===== src/xp_pkg.sv =====
// Purpose: shared constants and types of the crosspoint serial configuration port
// Assumes: 8 outputs, 16 inputs, AXI4-Lite register access with 32-bit data
// Notes: one route entry is 5 bits, disable flag above the 4-bit input index
package xp_pkg;
    // geometry of the switch and of the serial formats
    localparam int XP_OUTS = 8;
    localparam int XP_FRAME_BITS = 40;
    localparam int XP_WORD_BITS = 8;
    localparam int XP_CNT_W = 7;
    localparam logic [XP_CNT_W-1:0] XP_CNT_MAX = 7'h7F;
    localparam logic [XP_CNT_W-1:0] XP_FRAME_CNT = 7'h28;
    localparam logic [XP_CNT_W-1:0] XP_WORD_CNT = 7'h08;
    // addressed word field positions, first bit in bit 0
    localparam int XP_AW_OUT_LSB = 0;
    localparam int XP_AW_IDX_LSB = 3;
    localparam int XP_AW_OFF_BIT = 7;

    // one output's setting: off=1 is high impedance
    typedef struct packed {
        logic off;
        logic [3:0] idx;
    } xp_route_t;
    typedef xp_route_t [XP_OUTS-1:0] xp_map_t;

    localparam xp_route_t XP_ROUTE_RESET = 5'h10;
    localparam xp_route_t XP_ROUTE_BCAST = 5'h00;

    // serial pins, sampled together
    typedef struct packed {
        logic sclk;
        logic sdin;
        logic cs_n;
        logic cfg;
        logic mode;
        logic rst;
        logic bcast;
    } xp_pins_t;
    localparam xp_pins_t XP_PINS_IDLE = 7'h10; // select high, all other pins low

    // register map, byte addresses
    localparam int XP_ADDR_W = 12;
    localparam logic [11:0] XP_REG_CTRL = 12'h000;
    localparam logic [11:0] XP_REG_STATUS = 12'h004;
    localparam logic [11:0] XP_REG_ACT_LO = 12'h008;
    localparam logic [11:0] XP_REG_ACT_HI = 12'h00C;
    localparam logic [11:0] XP_REG_PEND_LO = 12'h010;
    localparam logic [11:0] XP_REG_PEND_HI = 12'h014;
    localparam logic [31:0] XP_CTRL_RESET = 32'h00000000;
    localparam int XP_CTRL_SRST_BIT = 0;
    localparam int XP_CTRL_SBCAST_BIT = 1;
    localparam int XP_ST_NEW_BIT = 0;
    localparam int XP_ST_MODE_BIT = 1;
    localparam int XP_ST_ARM_BIT = 2;
    localparam int XP_ST_CNT_LSB = 8;
    localparam logic [1:0] XP_RESP_OKAY = 2'h0;
    localparam logic [1:0] XP_RESP_SLVERR = 2'h2;
endpackage : xp_pkg


===== src/xp_serial_port.sv =====
// Purpose: serial configuration port of a 16x8 crosspoint, with AXI4-Lite status access
// Assumes: all serial pins are asynchronous to aclk and slower than aclk/4
// Notes: serial clock edges are found by oversampling after a two-stage synchroniser
//
// Functional notes
// - full frame is 40 bits; output n uses bits 5n..5n+4, index LSB first, then off.
// - mode high selects the 8-bit addressed word format.
// - addressed word updates only the named output's pending setting.
// - word bits 0-2 output, 3-6 input index, bit 7 off flag.
// - serial data out cascades only in full-frame mode.
// - load register shifts; oldest bit appears on serial data out.
// - one configure pulse applies pending settings of all chained devices together.
// - reset high forces every output to input 0, disabled.
// - broadcast high, with reset low, forces every output enabled on input 0; reset wins when both are high.
// - reset and broadcast act on level, independent of the serial port.
// - reset or broadcast overwrite stored configuration contents.
// - serial data is sampled only on falling serial clock edges.
// - configure pulse applies new data only; repeat pulse without new data does nothing.
// - select high makes the device ignore serial data and clock.
// - mode low selects the 40-bit full-frame format.
//
// Decided for this implementation: the address map and the AXI4-Lite slave port.
module xp_serial_port
    import xp_pkg::*;
(
    input wire logic aclk,
    input wire logic aresetn,
    input wire logic [XP_ADDR_W-1:0] s_axi_awaddr,
    input wire logic s_axi_awvalid,
    output logic s_axi_awready,
    input wire logic [31:0] s_axi_wdata,
    input wire logic [3:0] s_axi_wstrb,
    input wire logic s_axi_wvalid,
    output logic s_axi_wready,
    output logic [1:0] s_axi_bresp,
    output logic s_axi_bvalid,
    input wire logic s_axi_bready,
    input wire logic [XP_ADDR_W-1:0] s_axi_araddr,
    input wire logic s_axi_arvalid,
    output logic s_axi_arready,
    output logic [31:0] s_axi_rdata,
    output logic [1:0] s_axi_rresp,
    output logic s_axi_rvalid,
    input wire logic s_axi_rready,
    input wire logic sclk,
    input wire logic sdin,
    input wire logic cs_n,
    input wire logic cfg,
    input wire logic mode,
    input wire logic rst,
    input wire logic all_to_input_zero,
    output logic sdout,
    output xp_map_t route
);
    // word-aligned register decode, shared by read and write paths
    function automatic logic xp_mapped(input logic [XP_ADDR_W-1:0] a);
        logic [11:0] w;
        w = {a[11:2], 2'b00};
        xp_mapped = (w == XP_REG_CTRL) || (w == XP_REG_STATUS) || (w == XP_REG_ACT_LO) ||
                    (w == XP_REG_ACT_HI) || (w == XP_REG_PEND_LO) || (w == XP_REG_PEND_HI);
    endfunction : xp_mapped

    xp_pins_t pins_raw;
    xp_pins_t meta_ff;
    xp_pins_t sync_ff;
    xp_pins_t prev_ff;
    logic sclk_rise, sclk_fall, cs_rise, cfg_rise, force_rst, force_bc;
    logic armed_ff, nxt_armed, new_ff, nxt_new, sdout_ff, nxt_sdout;
    logic commit_full, commit_addr;
    logic [XP_CNT_W-1:0] cnt_ff, nxt_cnt;
    logic [XP_FRAME_BITS-1:0] sr_ff, nxt_sr;
    logic [XP_WORD_BITS-1:0] aw_ff, nxt_aw;
    xp_map_t pend_ff, nxt_pend, act_ff, nxt_act;
    logic [31:0] ctrl_ff, nxt_ctrl, rdata_ff, nxt_rdata;
    logic [XP_ADDR_W-1:0] awaddr_ff, nxt_awaddr;
    logic [31:0] wdata_ff, nxt_wdata;
    logic [3:0] wstrb_ff, nxt_wstrb;
    logic aw_got_ff, nxt_aw_got, w_got_ff, nxt_w_got;
    logic bvalid_ff, nxt_bvalid, rvalid_ff, nxt_rvalid;
    logic [1:0] bresp_ff, nxt_bresp, rresp_ff, nxt_rresp;
    logic [39:0] act_flat, pend_flat;
    logic [31:0] status_word;

    assign pins_raw = '{sclk: sclk, sdin: sdin, cs_n: cs_n, cfg: cfg, mode: mode,
                        rst: rst, bcast: all_to_input_zero};

    // two-stage synchroniser, then one more stage for edge finding
    always_ff @(posedge aclk) begin
        if (!aresetn) begin
            meta_ff <= XP_PINS_IDLE;
            sync_ff <= XP_PINS_IDLE;
            prev_ff <= XP_PINS_IDLE;
        end else begin
            meta_ff <= pins_raw;
            sync_ff <= meta_ff;
            prev_ff <= sync_ff;
        end
    end

    // edges seen on the synchronised pins; forcing levels from those pins or the control register
    assign sclk_rise = sync_ff.sclk & ~prev_ff.sclk;
    assign sclk_fall = ~sync_ff.sclk & prev_ff.sclk;
    assign cs_rise = sync_ff.cs_n & ~prev_ff.cs_n;
    assign cfg_rise = sync_ff.cfg & ~prev_ff.cfg;
    assign force_rst = sync_ff.rst | ctrl_ff[XP_CTRL_SRST_BIT];
    assign force_bc = sync_ff.bcast | ctrl_ff[XP_CTRL_SBCAST_BIT];
    // a transfer ends with select rising after enough bits; short ones are dropped
    assign commit_full = cs_rise & armed_ff & ~sync_ff.mode & (cnt_ff >= XP_FRAME_CNT);
    assign commit_addr = cs_rise & armed_ff & sync_ff.mode & (cnt_ff >= XP_WORD_CNT);

    // serial shifting, pending and active settings
    always_comb begin
        nxt_armed = armed_ff;
        nxt_cnt = cnt_ff;
        nxt_sr = sr_ff;
        nxt_aw = aw_ff;
        nxt_pend = pend_ff;
        nxt_act = act_ff;
        nxt_new = new_ff;
        if (sync_ff.cs_n) begin
            nxt_armed = 1'b0;
            nxt_cnt = '0;
        end else if (sclk_rise) begin
            nxt_armed = 1'b1;
        end else if (sclk_fall && armed_ff) begin
            nxt_sr = {sync_ff.sdin, sr_ff[XP_FRAME_BITS-1:1]};
            nxt_aw = {sync_ff.sdin, aw_ff[XP_WORD_BITS-1:1]};
            if (cnt_ff != XP_CNT_MAX) begin
                nxt_cnt = cnt_ff + 7'h01;
            end
        end
        // configure applies only fresh data; set below wins over this clear
        if (cfg_rise && new_ff) begin
            nxt_act = pend_ff;
            nxt_new = 1'b0;
        end
        if (commit_full) begin
            nxt_pend = xp_map_t'(sr_ff);
            nxt_new = 1'b1;
        end else if (commit_addr) begin
            nxt_pend[aw_ff[XP_AW_OUT_LSB+:3]] = '{off: aw_ff[XP_AW_OFF_BIT],
                                                  idx: aw_ff[XP_AW_IDX_LSB+:4]};
            nxt_new = 1'b1;
        end
        // level overrides, independent of the serial state
        if (force_rst) begin
            nxt_pend = {XP_OUTS{XP_ROUTE_RESET}};
            nxt_act = {XP_OUTS{XP_ROUTE_RESET}};
            nxt_new = 1'b0;
        end else if (force_bc) begin
            nxt_pend = {XP_OUTS{XP_ROUTE_BCAST}};
            nxt_act = {XP_OUTS{XP_ROUTE_BCAST}};
            nxt_new = 1'b0;
        end
        // cascade output only in full-frame mode
        nxt_sdout = sync_ff.mode ? 1'b0 : nxt_sr[0];
    end

    always_ff @(posedge aclk) begin
        if (!aresetn) begin
            armed_ff <= 1'b0;
            cnt_ff <= '0;
            sr_ff <= '0;
            aw_ff <= '0;
            pend_ff <= {XP_OUTS{XP_ROUTE_RESET}};
            act_ff <= {XP_OUTS{XP_ROUTE_RESET}};
            new_ff <= 1'b0;
            sdout_ff <= 1'b0;
        end else begin
            armed_ff <= nxt_armed;
            cnt_ff <= nxt_cnt;
            sr_ff <= nxt_sr;
            aw_ff <= nxt_aw;
            pend_ff <= nxt_pend;
            act_ff <= nxt_act;
            new_ff <= nxt_new;
            sdout_ff <= nxt_sdout;
        end
    end

    assign sdout = sdout_ff;
    assign route = act_ff;
    assign act_flat = act_ff;
    assign pend_flat = pend_ff;
    assign status_word = {17'h00000, cnt_ff, 5'h00, armed_ff, sync_ff.mode, new_ff};

    // handshakes: one write and one read in flight
    assign s_axi_awready = ~aw_got_ff & ~bvalid_ff;
    assign s_axi_wready = ~w_got_ff & ~bvalid_ff;
    assign s_axi_arready = ~rvalid_ff;
    assign s_axi_bvalid = bvalid_ff;
    assign s_axi_bresp = bresp_ff;
    assign s_axi_rvalid = rvalid_ff;
    assign s_axi_rresp = rresp_ff;
    assign s_axi_rdata = rdata_ff;

    // register slave: address and data in either order, response after both
    always_comb begin
        nxt_awaddr = awaddr_ff;
        nxt_wdata = wdata_ff;
        nxt_wstrb = wstrb_ff;
        nxt_aw_got = aw_got_ff;
        nxt_w_got = w_got_ff;
        nxt_bvalid = bvalid_ff;
        nxt_bresp = bresp_ff;
        nxt_ctrl = ctrl_ff;
        nxt_rvalid = rvalid_ff;
        nxt_rresp = rresp_ff;
        nxt_rdata = rdata_ff;
        if (s_axi_awvalid && s_axi_awready) begin
            nxt_awaddr = s_axi_awaddr;
            nxt_aw_got = 1'b1;
        end
        if (s_axi_wvalid && s_axi_wready) begin
            nxt_wdata = s_axi_wdata;
            nxt_wstrb = s_axi_wstrb;
            nxt_w_got = 1'b1;
        end
        if (bvalid_ff && s_axi_bready) begin
            nxt_bvalid = 1'b0;
        end
        if (aw_got_ff && w_got_ff) begin
            nxt_aw_got = 1'b0;
            nxt_w_got = 1'b0;
            nxt_bvalid = 1'b1;
            nxt_bresp = xp_mapped(awaddr_ff) ? XP_RESP_OKAY : XP_RESP_SLVERR;
            if ({awaddr_ff[11:2], 2'b00} == XP_REG_CTRL && wstrb_ff[0]) begin
                nxt_ctrl = {24'h000000, 6'h00, wdata_ff[1:0]}; // soft reset, soft broadcast
            end
        end
        if (rvalid_ff && s_axi_rready) begin
            nxt_rvalid = 1'b0;
        end
        if (s_axi_arvalid && s_axi_arready) begin
            nxt_rvalid = 1'b1;
            nxt_rresp = xp_mapped(s_axi_araddr) ? XP_RESP_OKAY : XP_RESP_SLVERR;
            case ({s_axi_araddr[11:2], 2'b00})
                XP_REG_CTRL: begin
                    nxt_rdata = ctrl_ff;
                end
                XP_REG_STATUS: begin
                    nxt_rdata = status_word;
                end
                XP_REG_ACT_LO: begin
                    nxt_rdata = act_flat[31:0];
                end
                XP_REG_ACT_HI: begin
                    nxt_rdata = {24'h000000, act_flat[39:32]};
                end
                XP_REG_PEND_LO: begin
                    nxt_rdata = pend_flat[31:0];
                end
                XP_REG_PEND_HI: begin
                    nxt_rdata = {24'h000000, pend_flat[39:32]};
                end
                default: begin
                    nxt_rdata = 32'h00000000;
                end
            endcase
        end
    end

    always_ff @(posedge aclk) begin
        if (!aresetn) begin
            awaddr_ff <= '0;
            wdata_ff <= 32'h00000000;
            wstrb_ff <= 4'h0;
            aw_got_ff <= 1'b0;
            w_got_ff <= 1'b0;
            bvalid_ff <= 1'b0;
            bresp_ff <= XP_RESP_OKAY;
            ctrl_ff <= XP_CTRL_RESET;
            rvalid_ff <= 1'b0;
            rresp_ff <= XP_RESP_OKAY;
            rdata_ff <= 32'h00000000;
        end else begin
            awaddr_ff <= nxt_awaddr;
            wdata_ff <= nxt_wdata;
            wstrb_ff <= nxt_wstrb;
            aw_got_ff <= nxt_aw_got;
            w_got_ff <= nxt_w_got;
            bvalid_ff <= nxt_bvalid;
            bresp_ff <= nxt_bresp;
            ctrl_ff <= nxt_ctrl;
            rvalid_ff <= nxt_rvalid;
            rresp_ff <= nxt_rresp;
            rdata_ff <= nxt_rdata;
        end
    end
endmodule : xp_serial_port


===== config.mk =====
export PLATFORM = sky130hd
export DESIGN_NAME = xp_serial_port
export DESIGN_NICKNAME = d
export VERILOG_FILES = /design/src/xp_pkg.sv /design/src/xp_serial_port.sv
export SDC_FILE = /design/constraint.sdc
export NUM_CORES = 1
export LEC_CHECK = 0
export BUFFER_PORTS_ARGS = -buffer_cell sky130_fd_sc_hd__clkbuf_2
export CORE_AREA = 2 2 135 137
export DETAILED_ROUTE_END_ITERATION = 8
export DIE_AREA = 0 0 137 139
export HOLD_SLACK_MARGIN = 0.1
export PLACE_DENSITY = 0.71
export SYNTH_ARGS = -nofsm -noshare
export SYNTH_HDL_FRONTEND = slang
export SYNTH_SLANG_ARGS = --single-unit

===== constraint.sdc =====
create_clock -name aclk -period 3.2 [get_ports aclk]
set_input_delay 0.32 -clock aclk [delete_from_list [all_inputs] [get_ports aclk]]
set_output_delay 0.32 -clock aclk [all_outputs]
set_load 0.05 [all_outputs]

==> results.json, run 1 <==
{
  "synthFlopType": "dfxtp_1",
  "synth-simple-area-share_pct": 22.6,
  "cts_setup_buffers": 0,
  "die-area_um2": 19000,
  "ant_nets": 0,
  "r2r_end": "pend_ff[15]",
  "placed_cells": 1278,
  "wl_um": 20200,
  "hold_violations": 0,
  "critPathSlowestCell": "nor3b_4",
  "hold_end": "awaddr_ff[11]",
  "fin_cells": 1321,
  "hp-class": "in -> reg",
  "io_pins": 156,
  "worstHoldStart": "s_axi_awaddr[11]",
  "drtIter0Drc": 496,
  "drv_cap": 0,
  "tns_ns": 0,
  "syn_area_um2": 8480,
  "clk_latency_ns": 0.43,
  "critPathKind": "reg -> reg",
  "synth_xor_area_share_pct": 0.516,
  "synth-compound-area-share_pct": 20.5,
  "root_buffer": "clkbuf_16",
  "run_status": "finished clean",
  "synthArstFlopShare_pct": 0,
  "grt-ovfl-total": 0,
  "globalplace.congestion": 0.892,
  "clk_pin_slew_worst_paths_ns": 0.07,
  "num_rows": 49,
  "drv_slew": 0,
  "start_util_pct": 48.0,
  "coreArea_um2": 17700,
  "area_growth_pct": 15.5,
  "avgViaCountPerCell": 5.36,
  "nets": 1155,
  "grt_setup_unrepaired": "no",
  "diodes": 0,
  "die_h_um": 139,
  "synth.distinct_cells": 70,
  "cp.required_ns": 3.51,
  "antenna_found_initial": 0,
  "postCtsResizedCells": 0,
  "crit_path_start_kind": "flip-flop",
  "worstHoldPathCells": 3,
  "cts.sinks": 200,
  "cp-end-kind": "flip-flop",
  "grt_pass1_wl_um": 33000,
  "syn_area_per_cell_um2": 8.51,
  "layout_min_cycle_time_ns": 2.47,
  "drc": 0,
  "dp_hpwl_um": 13800,
  "setup_viol": 0,
  "ys_warn_count": 0,
  "cts_tree": "done",
  "p_leak_uw": 0.00362,
  "drtPass1Iterations": 6,
  "dieWidth_um": 137,
  "synth_top_family_by_area": "simple AND/OR/NAND/NOR gates",
  "ys_ff_latch": 200,
  "htreeDepth": 4,
  "yosysSeqAreaShare_pct": 47.2,
  "synth_fa_ha_area_share_pct": 0.295,
  "vias": 7086,
  "reg2regPathDepth": 7,
  "grt_max_degree": 71,
  "crit_path_start": "cnt_ff[3]",
  "cts_made_buffers": 17,
  "crit_top_cell": "buf_4",
  "layout-drive-gt1-share_pct": 17.4,
  "p_total_uw": 4830,
  "cts_buffer_depth": 2,
  "synth_mux_area_share_pct": 3.95,
  "netlist_instances": 997,
  "path_cells": "or3_1, nor3b_4, buf_4, buf_4, nor2_1, a211oi_1, nor3_1",
  "skew_ns": 0.0102,
  "relSlewSlack_pct": 41.4,
  "grtUsageTotal_pct": 21.5,
  "fmax_mhz": 405,
  "r2r_slack_ns": 0.73,
  "crit_path_max_incr_delay_ns": 0.54,
  "period_share_pct": 77.2,
  "ir_drop_mv": 0.403,
  "synth_edf_count": 0,
  "io_buffer_count": 116,
  "p_per_area_nw_per_um2": 493,
  "max_slew.worst_pin.slew_ns": 0.867,
  "r2r-start": "cnt_ff[3]",
  "grt_pass1_vias": 6341,
  "critPathArrivalTime_ns": 2.78,
  "wl_per_cell_um": 15.3,
  "cp_max_fo": 15
}
==> worst max path at each step <==
stage / slack (ns) / depth (start not counted) / end
global placement: 0.83 / 7 / pend_ff[19]
floorplan: 1.05 / 6 / s_axi_rdata[22]
detailed placement: 0.77 / 7 / pend_ff[15]
global route: 0.56 / 7 / pend_ff[16]
CTS: 0.75 / 7 / pend_ff[15]
finish: 0.73 / 7 / pend_ff[15]
==> routing by layer <==
layer | vias up | track usage, % | part of all wire (%)
met1 | 3275 | 31.2 | 48
met2 | 216 | 32.2 | 44
met5 | - | 0 | 0
met4 | 0 | 6.84 | 1.2
li1 | 3573 | - | -
met3 | 22 | 3.73 | 6.0
==> kinds of logic after synthesis <==
family                   count (synthesis)
XOR/XNOR                                 5
AO/OA/AOI/OAI                          246
multiplexers                            32
adder cells (fa/ha/maj)                  2
AND/OR/NAND/NOR                        414
other                                    1
flip-flops                             200
buffers and inverters                   97
==> worst max-delay path, delay by kind of cell, from the launching register on <==
| kind | cells | cell delay, ns |
|---|---|---|
| AO/OA/AOI/OAI | 1 | 0.22 |
| buffers and inverters | 2 | 0.54 |
| flip-flops | 1 | 0.44 |
| AND/OR/NAND/NOR | 4 | 1.14 |
==> final cells by class <==
type,count,area [um2]
Clock inverter,15,129
Fill cell,1645,7860
Timing Repair Buffer,141,808
Inverter,18,67.6
Tap cell,229,287
Multi-Input combinational cell,701,4070
Sequential cell,200,4000
Clock buffer,17,425
==> flip-flops by register name (all words and copies together), names as in the netlist, 2 cells and up <==
register / flops
pend_ff: 40
route: 40
sr_ff: 40
s_axi_rdata: 32
awaddr_ff: 10
cnt_ff: 7
meta_ff: 7
sync_ff: 6
prev_ff: 3
ctrl_ff: 2
wdata_ff: 2
==> Yosys cell counts (all sizes together), types with 3 or more instances <==
cell / n / share of area (%)
nand2: 238 / 11
dfxtp: 200 / 47
nor2: 66 / 3.0
clkbuf: 54 / 2.4
a21boi: 52 / 4.6
a21oi: 45 / 2.7
o21ai: 45 / 2.8
a211oi: 42 / 3.7
and2: 30 / 2.2
mux2i: 29 / 3.4
buf: 25 / 1.7
a22oi: 22 / 2.3
nor2b: 19 / 1.4
inv: 18 / 0.80
nor3: 11 / 0.78
nand3: 8 / 0.47
a222oi: 7 / 0.83
nand3b: 7 / 0.62
nor3b: 7 / 0.93
nand2b: 6 / 0.44
a221oi: 5 / 0.52
a2bb2o: 5 / 0.59
xor2: 4 / 0.41
a211o: 3 / 0.31
a31oi: 3 / 0.22
and3b: 3 / 0.31
nand4: 3 / 0.22
o31ai: 3 / 0.27
or2: 3 / 0.25
==> timing repair <==
| action | in CTS | in global routing |
|---|---|---|
| endpoints found under the hold margin | 11 | 0 |
| setup endpoints to repair | 0 | 0 |
| hold buffers | 11 | 0 |
==> report_power, final <==
group | switching [uW] | internal [uW] | total, uW
logic | 168 | 88.0 | 256
clock network | 1000 | 1020 | 2020
registers | 26.0 | 2520 | 2550
==> per-stage QoR <==
| step | setup slack [ns] | area [um2] | hold slack [ns] | util (%) |
|---|---|---|---|---|
| 5_1_grt | 0.565 | 9790 | 0.133 | 55.5 |
| 6_report | 0.729 | 9790 | 0.113 | 55.5 |
| 4_1_cts | 0.751 | 9790 | 0.100 | 55.5 |
| 3_3_place_gp | 0.826 | 9130 | 0.393 | 51.7 |
| 3_5_place_dp | 0.773 | 9130 | 0.412 | 51.7 |
| 2_1_floorplan | 1.05 | 8480 | 0.386 | - |
==> cells in the final DEF, fill, tap and decap left out, types with 3 or more instances in the layout <==
cell | netlist | layout
nand2_1 | 238 | 237
dfxtp_1 | 200 | 200
clkbuf_2 | 0 | 116
nor2_1 | 65 | 64
a21boi_0 | 52 | 52
a21oi_1 | 45 | 45
a211oi_1 | 42 | 42
o21ai_0 | 37 | 37
and2_1 | 30 | 30
mux2i_1 | 29 | 29
nor2b_1 | 19 | 19
inv_1 | 18 | 18
a22oi_1 | 17 | 17
clkbuf_16 | 0 | 17
buf_4 | 3 | 13
dlygate4sd3_1 | 0 | 11
nor3_1 | 10 | 10
inv_6 | 0 | 9
nand3_1 | 8 | 8
nand3b_1 | 7 | 7
o21ai_1 | 7 | 7
a222oi_1 | 7 | 7
nand2b_1 | 6 | 6
a2bb2o_1 | 5 | 5
a221oi_1 | 5 | 5
xor2_1 | 4 | 4
nor3b_2 | 3 | 4
a22oi_2 | 4 | 4
a31oi_1 | 3 | 3
nand4_1 | 3 | 3
and3b_1 | 3 | 3
a211o_1 | 3 | 3
o31ai_1 | 3 | 3
(Power assumes the default switching activity.)
==> inputs of run 2 (changes only) <==
--- a/config.mk
+++ b/config.mk
@@ -10,7 +10,7 @@
 export DETAILED_ROUTE_END_ITERATION = 8
 export DIE_AREA = 0 0 137 139
 export HOLD_SLACK_MARGIN = 0.1
-export PLACE_DENSITY = 0.71
+export PLACE_DENSITY = 0.74
 export SYNTH_ARGS = -nofsm -noshare
 export SYNTH_HDL_FRONTEND = slang
 export SYNTH_SLANG_ARGS = --single-unit
==> constraint.sdc (replaced) <==
create_clock -name aclk -period 2.2 [get_ports aclk]
set_input_delay 0.22 -clock aclk [delete_from_list [all_inputs] [get_ports aclk]]
set_output_delay 0.22 -clock aclk [all_outputs]
set_load 0.05 [all_outputs]
==> run 2 against run 1 <==
Against the previous run:
- final cell count rose by 2.0%
- setup slack got worse by 0.50 ns
- combinational power rose by 57%
- clock-buffer cell count rose by 2
- core utilization rose by 1.8 points
- sequential share of layout area fell by 1.3 points
- worst hold slack improved by 0.036 ns
- clock power rose by 56%
- critical path type unchanged
- largest power group unchanged
==> results.json, run 2 (same netlist as run 1, synthesis figures left out) <==
{
  "path_cells": "nand3b_1, nor3b_4, buf_12, nor2_1, a211oi_1, nor3_1",
  "hold_end": "s_axi_rresp[1]",
  "drv_slew": 0,
  "postCtsResizedCells": 0,
  "final_area_um2": 10100,
  "final_util_pct": 57.3,
  "r2r-start": "armed_ff",
  "skew_ns": 0.0113,
  "worstHoldPathCells": 3,
  "io_buffer_count": 116,
  "place_area_um2": 9280,
  "r2r_end": "pend_ff[21]",
  "worstHoldStart": "s_axi_araddr[5]",
  "p_per_area_nw_per_um2": 718,
  "drtIter0Drc": 509,
  "drtPass1Iterations": 7,
  "io_pins": 156,
  "drc": 0,
  "post-place-ws_ns": 0.183,
  "critPathSlowestCell": "dfxtp_1",
  "crit_path_max_incr_delay_ns": 0.47,
  "cts_buffer_depth": 2,
  "r2r_slack_ns": 0.23,
  "vias": 7323,
  "fmax_mhz": 508,
  "cp_max_fo": 37,
  "clk_latency_ns": 0.44,
  "critPathKind": "reg -> reg",
  "ant_nets": 0,
  "tns_ns": 0,
  "ir_drop_mv": 0.546,
  "cts_tree": "done",
  "reg2regPathDepth": 6,
  "grtUsageTotal_pct": 22.1,
  "p_leak_uw": 0.00378,
  "htreeDepth": 4,
  "cts.sinks": 200,
  "grt_setup_unrepaired": "no",
  "relSlewSlack_pct": 39.0,
  "worst_slack_ns": 0.233,
  "run_status": "finished clean",
  "clk_pin_slew_worst_paths_ns": 0.08,
  "num_rows": 49,
  "period_share_pct": 89.4,
  "critPathArrivalTime_ns": 2.29,
  "wl_per_cell_um": 15.4,
  "antenna_found_initial": 0,
  "hold_violations": 0,
  "layout_min_cycle_time_ns": 1.97,
  "avgViaCountPerCell": 5.43,
  "cts_made_buffers": 17,
  "wl_um": 20700,
  "dieWidth_um": 137,
  "grt_pass1_wl_um": 33900,
  "max_slew.worst_pin.slew_ns": 0.903,
  "area_growth_pct": 19.2,
  "start_util_pct": 48.0,
  "dp_hpwl_um": 14300,
  "final_common_cell": "nand2_1",
  "diodes": 0,
  "coreArea_um2": 17700,
  "hold_buffers": 23,
  "layout_common_cells": "nand2_1, dfxtp_1, clkbuf_2",
  "nets": 1182,
  "setup_viol": 0,
  "cts_setup_buffers": 0,
  "grt-ovfl-total": 0,
  "die-area_um2": 19000,
  "die_h_um": 139,
  "layout-drive-gt1-share_pct": 18.2,
  "drv_cap": 0,
  "root_buffer": "clkbuf_16",
  "grt_max_degree": 54,
  "hp-class": "in -> reg",
  "multi_input_area_um2": 4070,
  "n_fill_cell": 1582,
  "cp-end-kind": "flip-flop",
  "grt_pass1_vias": 6614,
  "crit_path_start_kind": "flip-flop",
  "cp.required_ns": 2.52,
  "globalplace.congestion": 0.914,
  "ff_latch_area_um2": 4000
}
-- run 2: cell count changes in the layout (fill, tap and decap cells not counted) --
cell / before / now
clkinv_2: 2 / 0
inv_8: 0 / 4
bufinv_16: 0 / 1
inv_6: 9 / 3
buf_12: 1 / 4
clkinv_8: 1 / 2
clkbuf_1: 0 / 1
clkbuf_8: 0 / 1
buf_4: 13 / 25
dlygate4sd3_1: 11 / 23
-- run 2: critical path, delay by kind of cell, from the launching register on --
kind | cells | cell delay (ns)
simple gates | 4 | 0.83
flops | 1 | 0.47
compound gates | 1 | 0.28
buf+inv | 1 | 0.25
-- run 2: through the flow --
step                      hold slack [ns]  power [uW]  instances
after floorplan                     0.321        4040        998
after global placement              0.398        4160       1293
after detailed placement            0.409        4170       1293
after CTS                           0.142        7300       1348
after global routing                0.186        7480       1348
final                               0.148        7260       1348
-- run 2: how the worst max path moves through the flow --
stage	from	end	slack (ns)	depth (start not counted)
finish	armed_ff	pend_ff[21]	0.23	6
global route	armed_ff	pend_ff[21]	0.07	6
CTS	armed_ff	pend_ff[21]	0.22	6
detailed placement	s_axi_araddr[9]	s_axi_rdata[20]	0.18	6
global placement	armed_ff	pend_ff[21]	0.21	6
floorplan	s_axi_rvalid	s_axi_rdata[22]	0.05	6
-- run 2: routing by layer --
metal	part of all wire, %	wire length, um	vias up	global-route usage [%]
li1	-	-	3622	-
met1	47	9650	3431	31.1
met2	45	9410	238	34.3
met3	6.3	1310	32	3.87
met4	1.8	369	0	7.00
met5	0	0	-	0
-- run 2: power by group --
part / internal, uW / switching (uW) / total [uW]
combinational: 152 / 251 / 403
clock: 1660 / 1490 / 3150
sequential: 3670 / 38.9 / 3710
-- run 2: layout make-up --
type | count | share of cell area, %
clock buffer | 19 | 4.38
tap | 229 | 2.83
inverter | 18 | 0.668
timing repair buffer | 168 | 10.7
clock inverter | 13 | 1.56
sequential | 200 | 39.6
multi-input combinational | 701 | 40.3
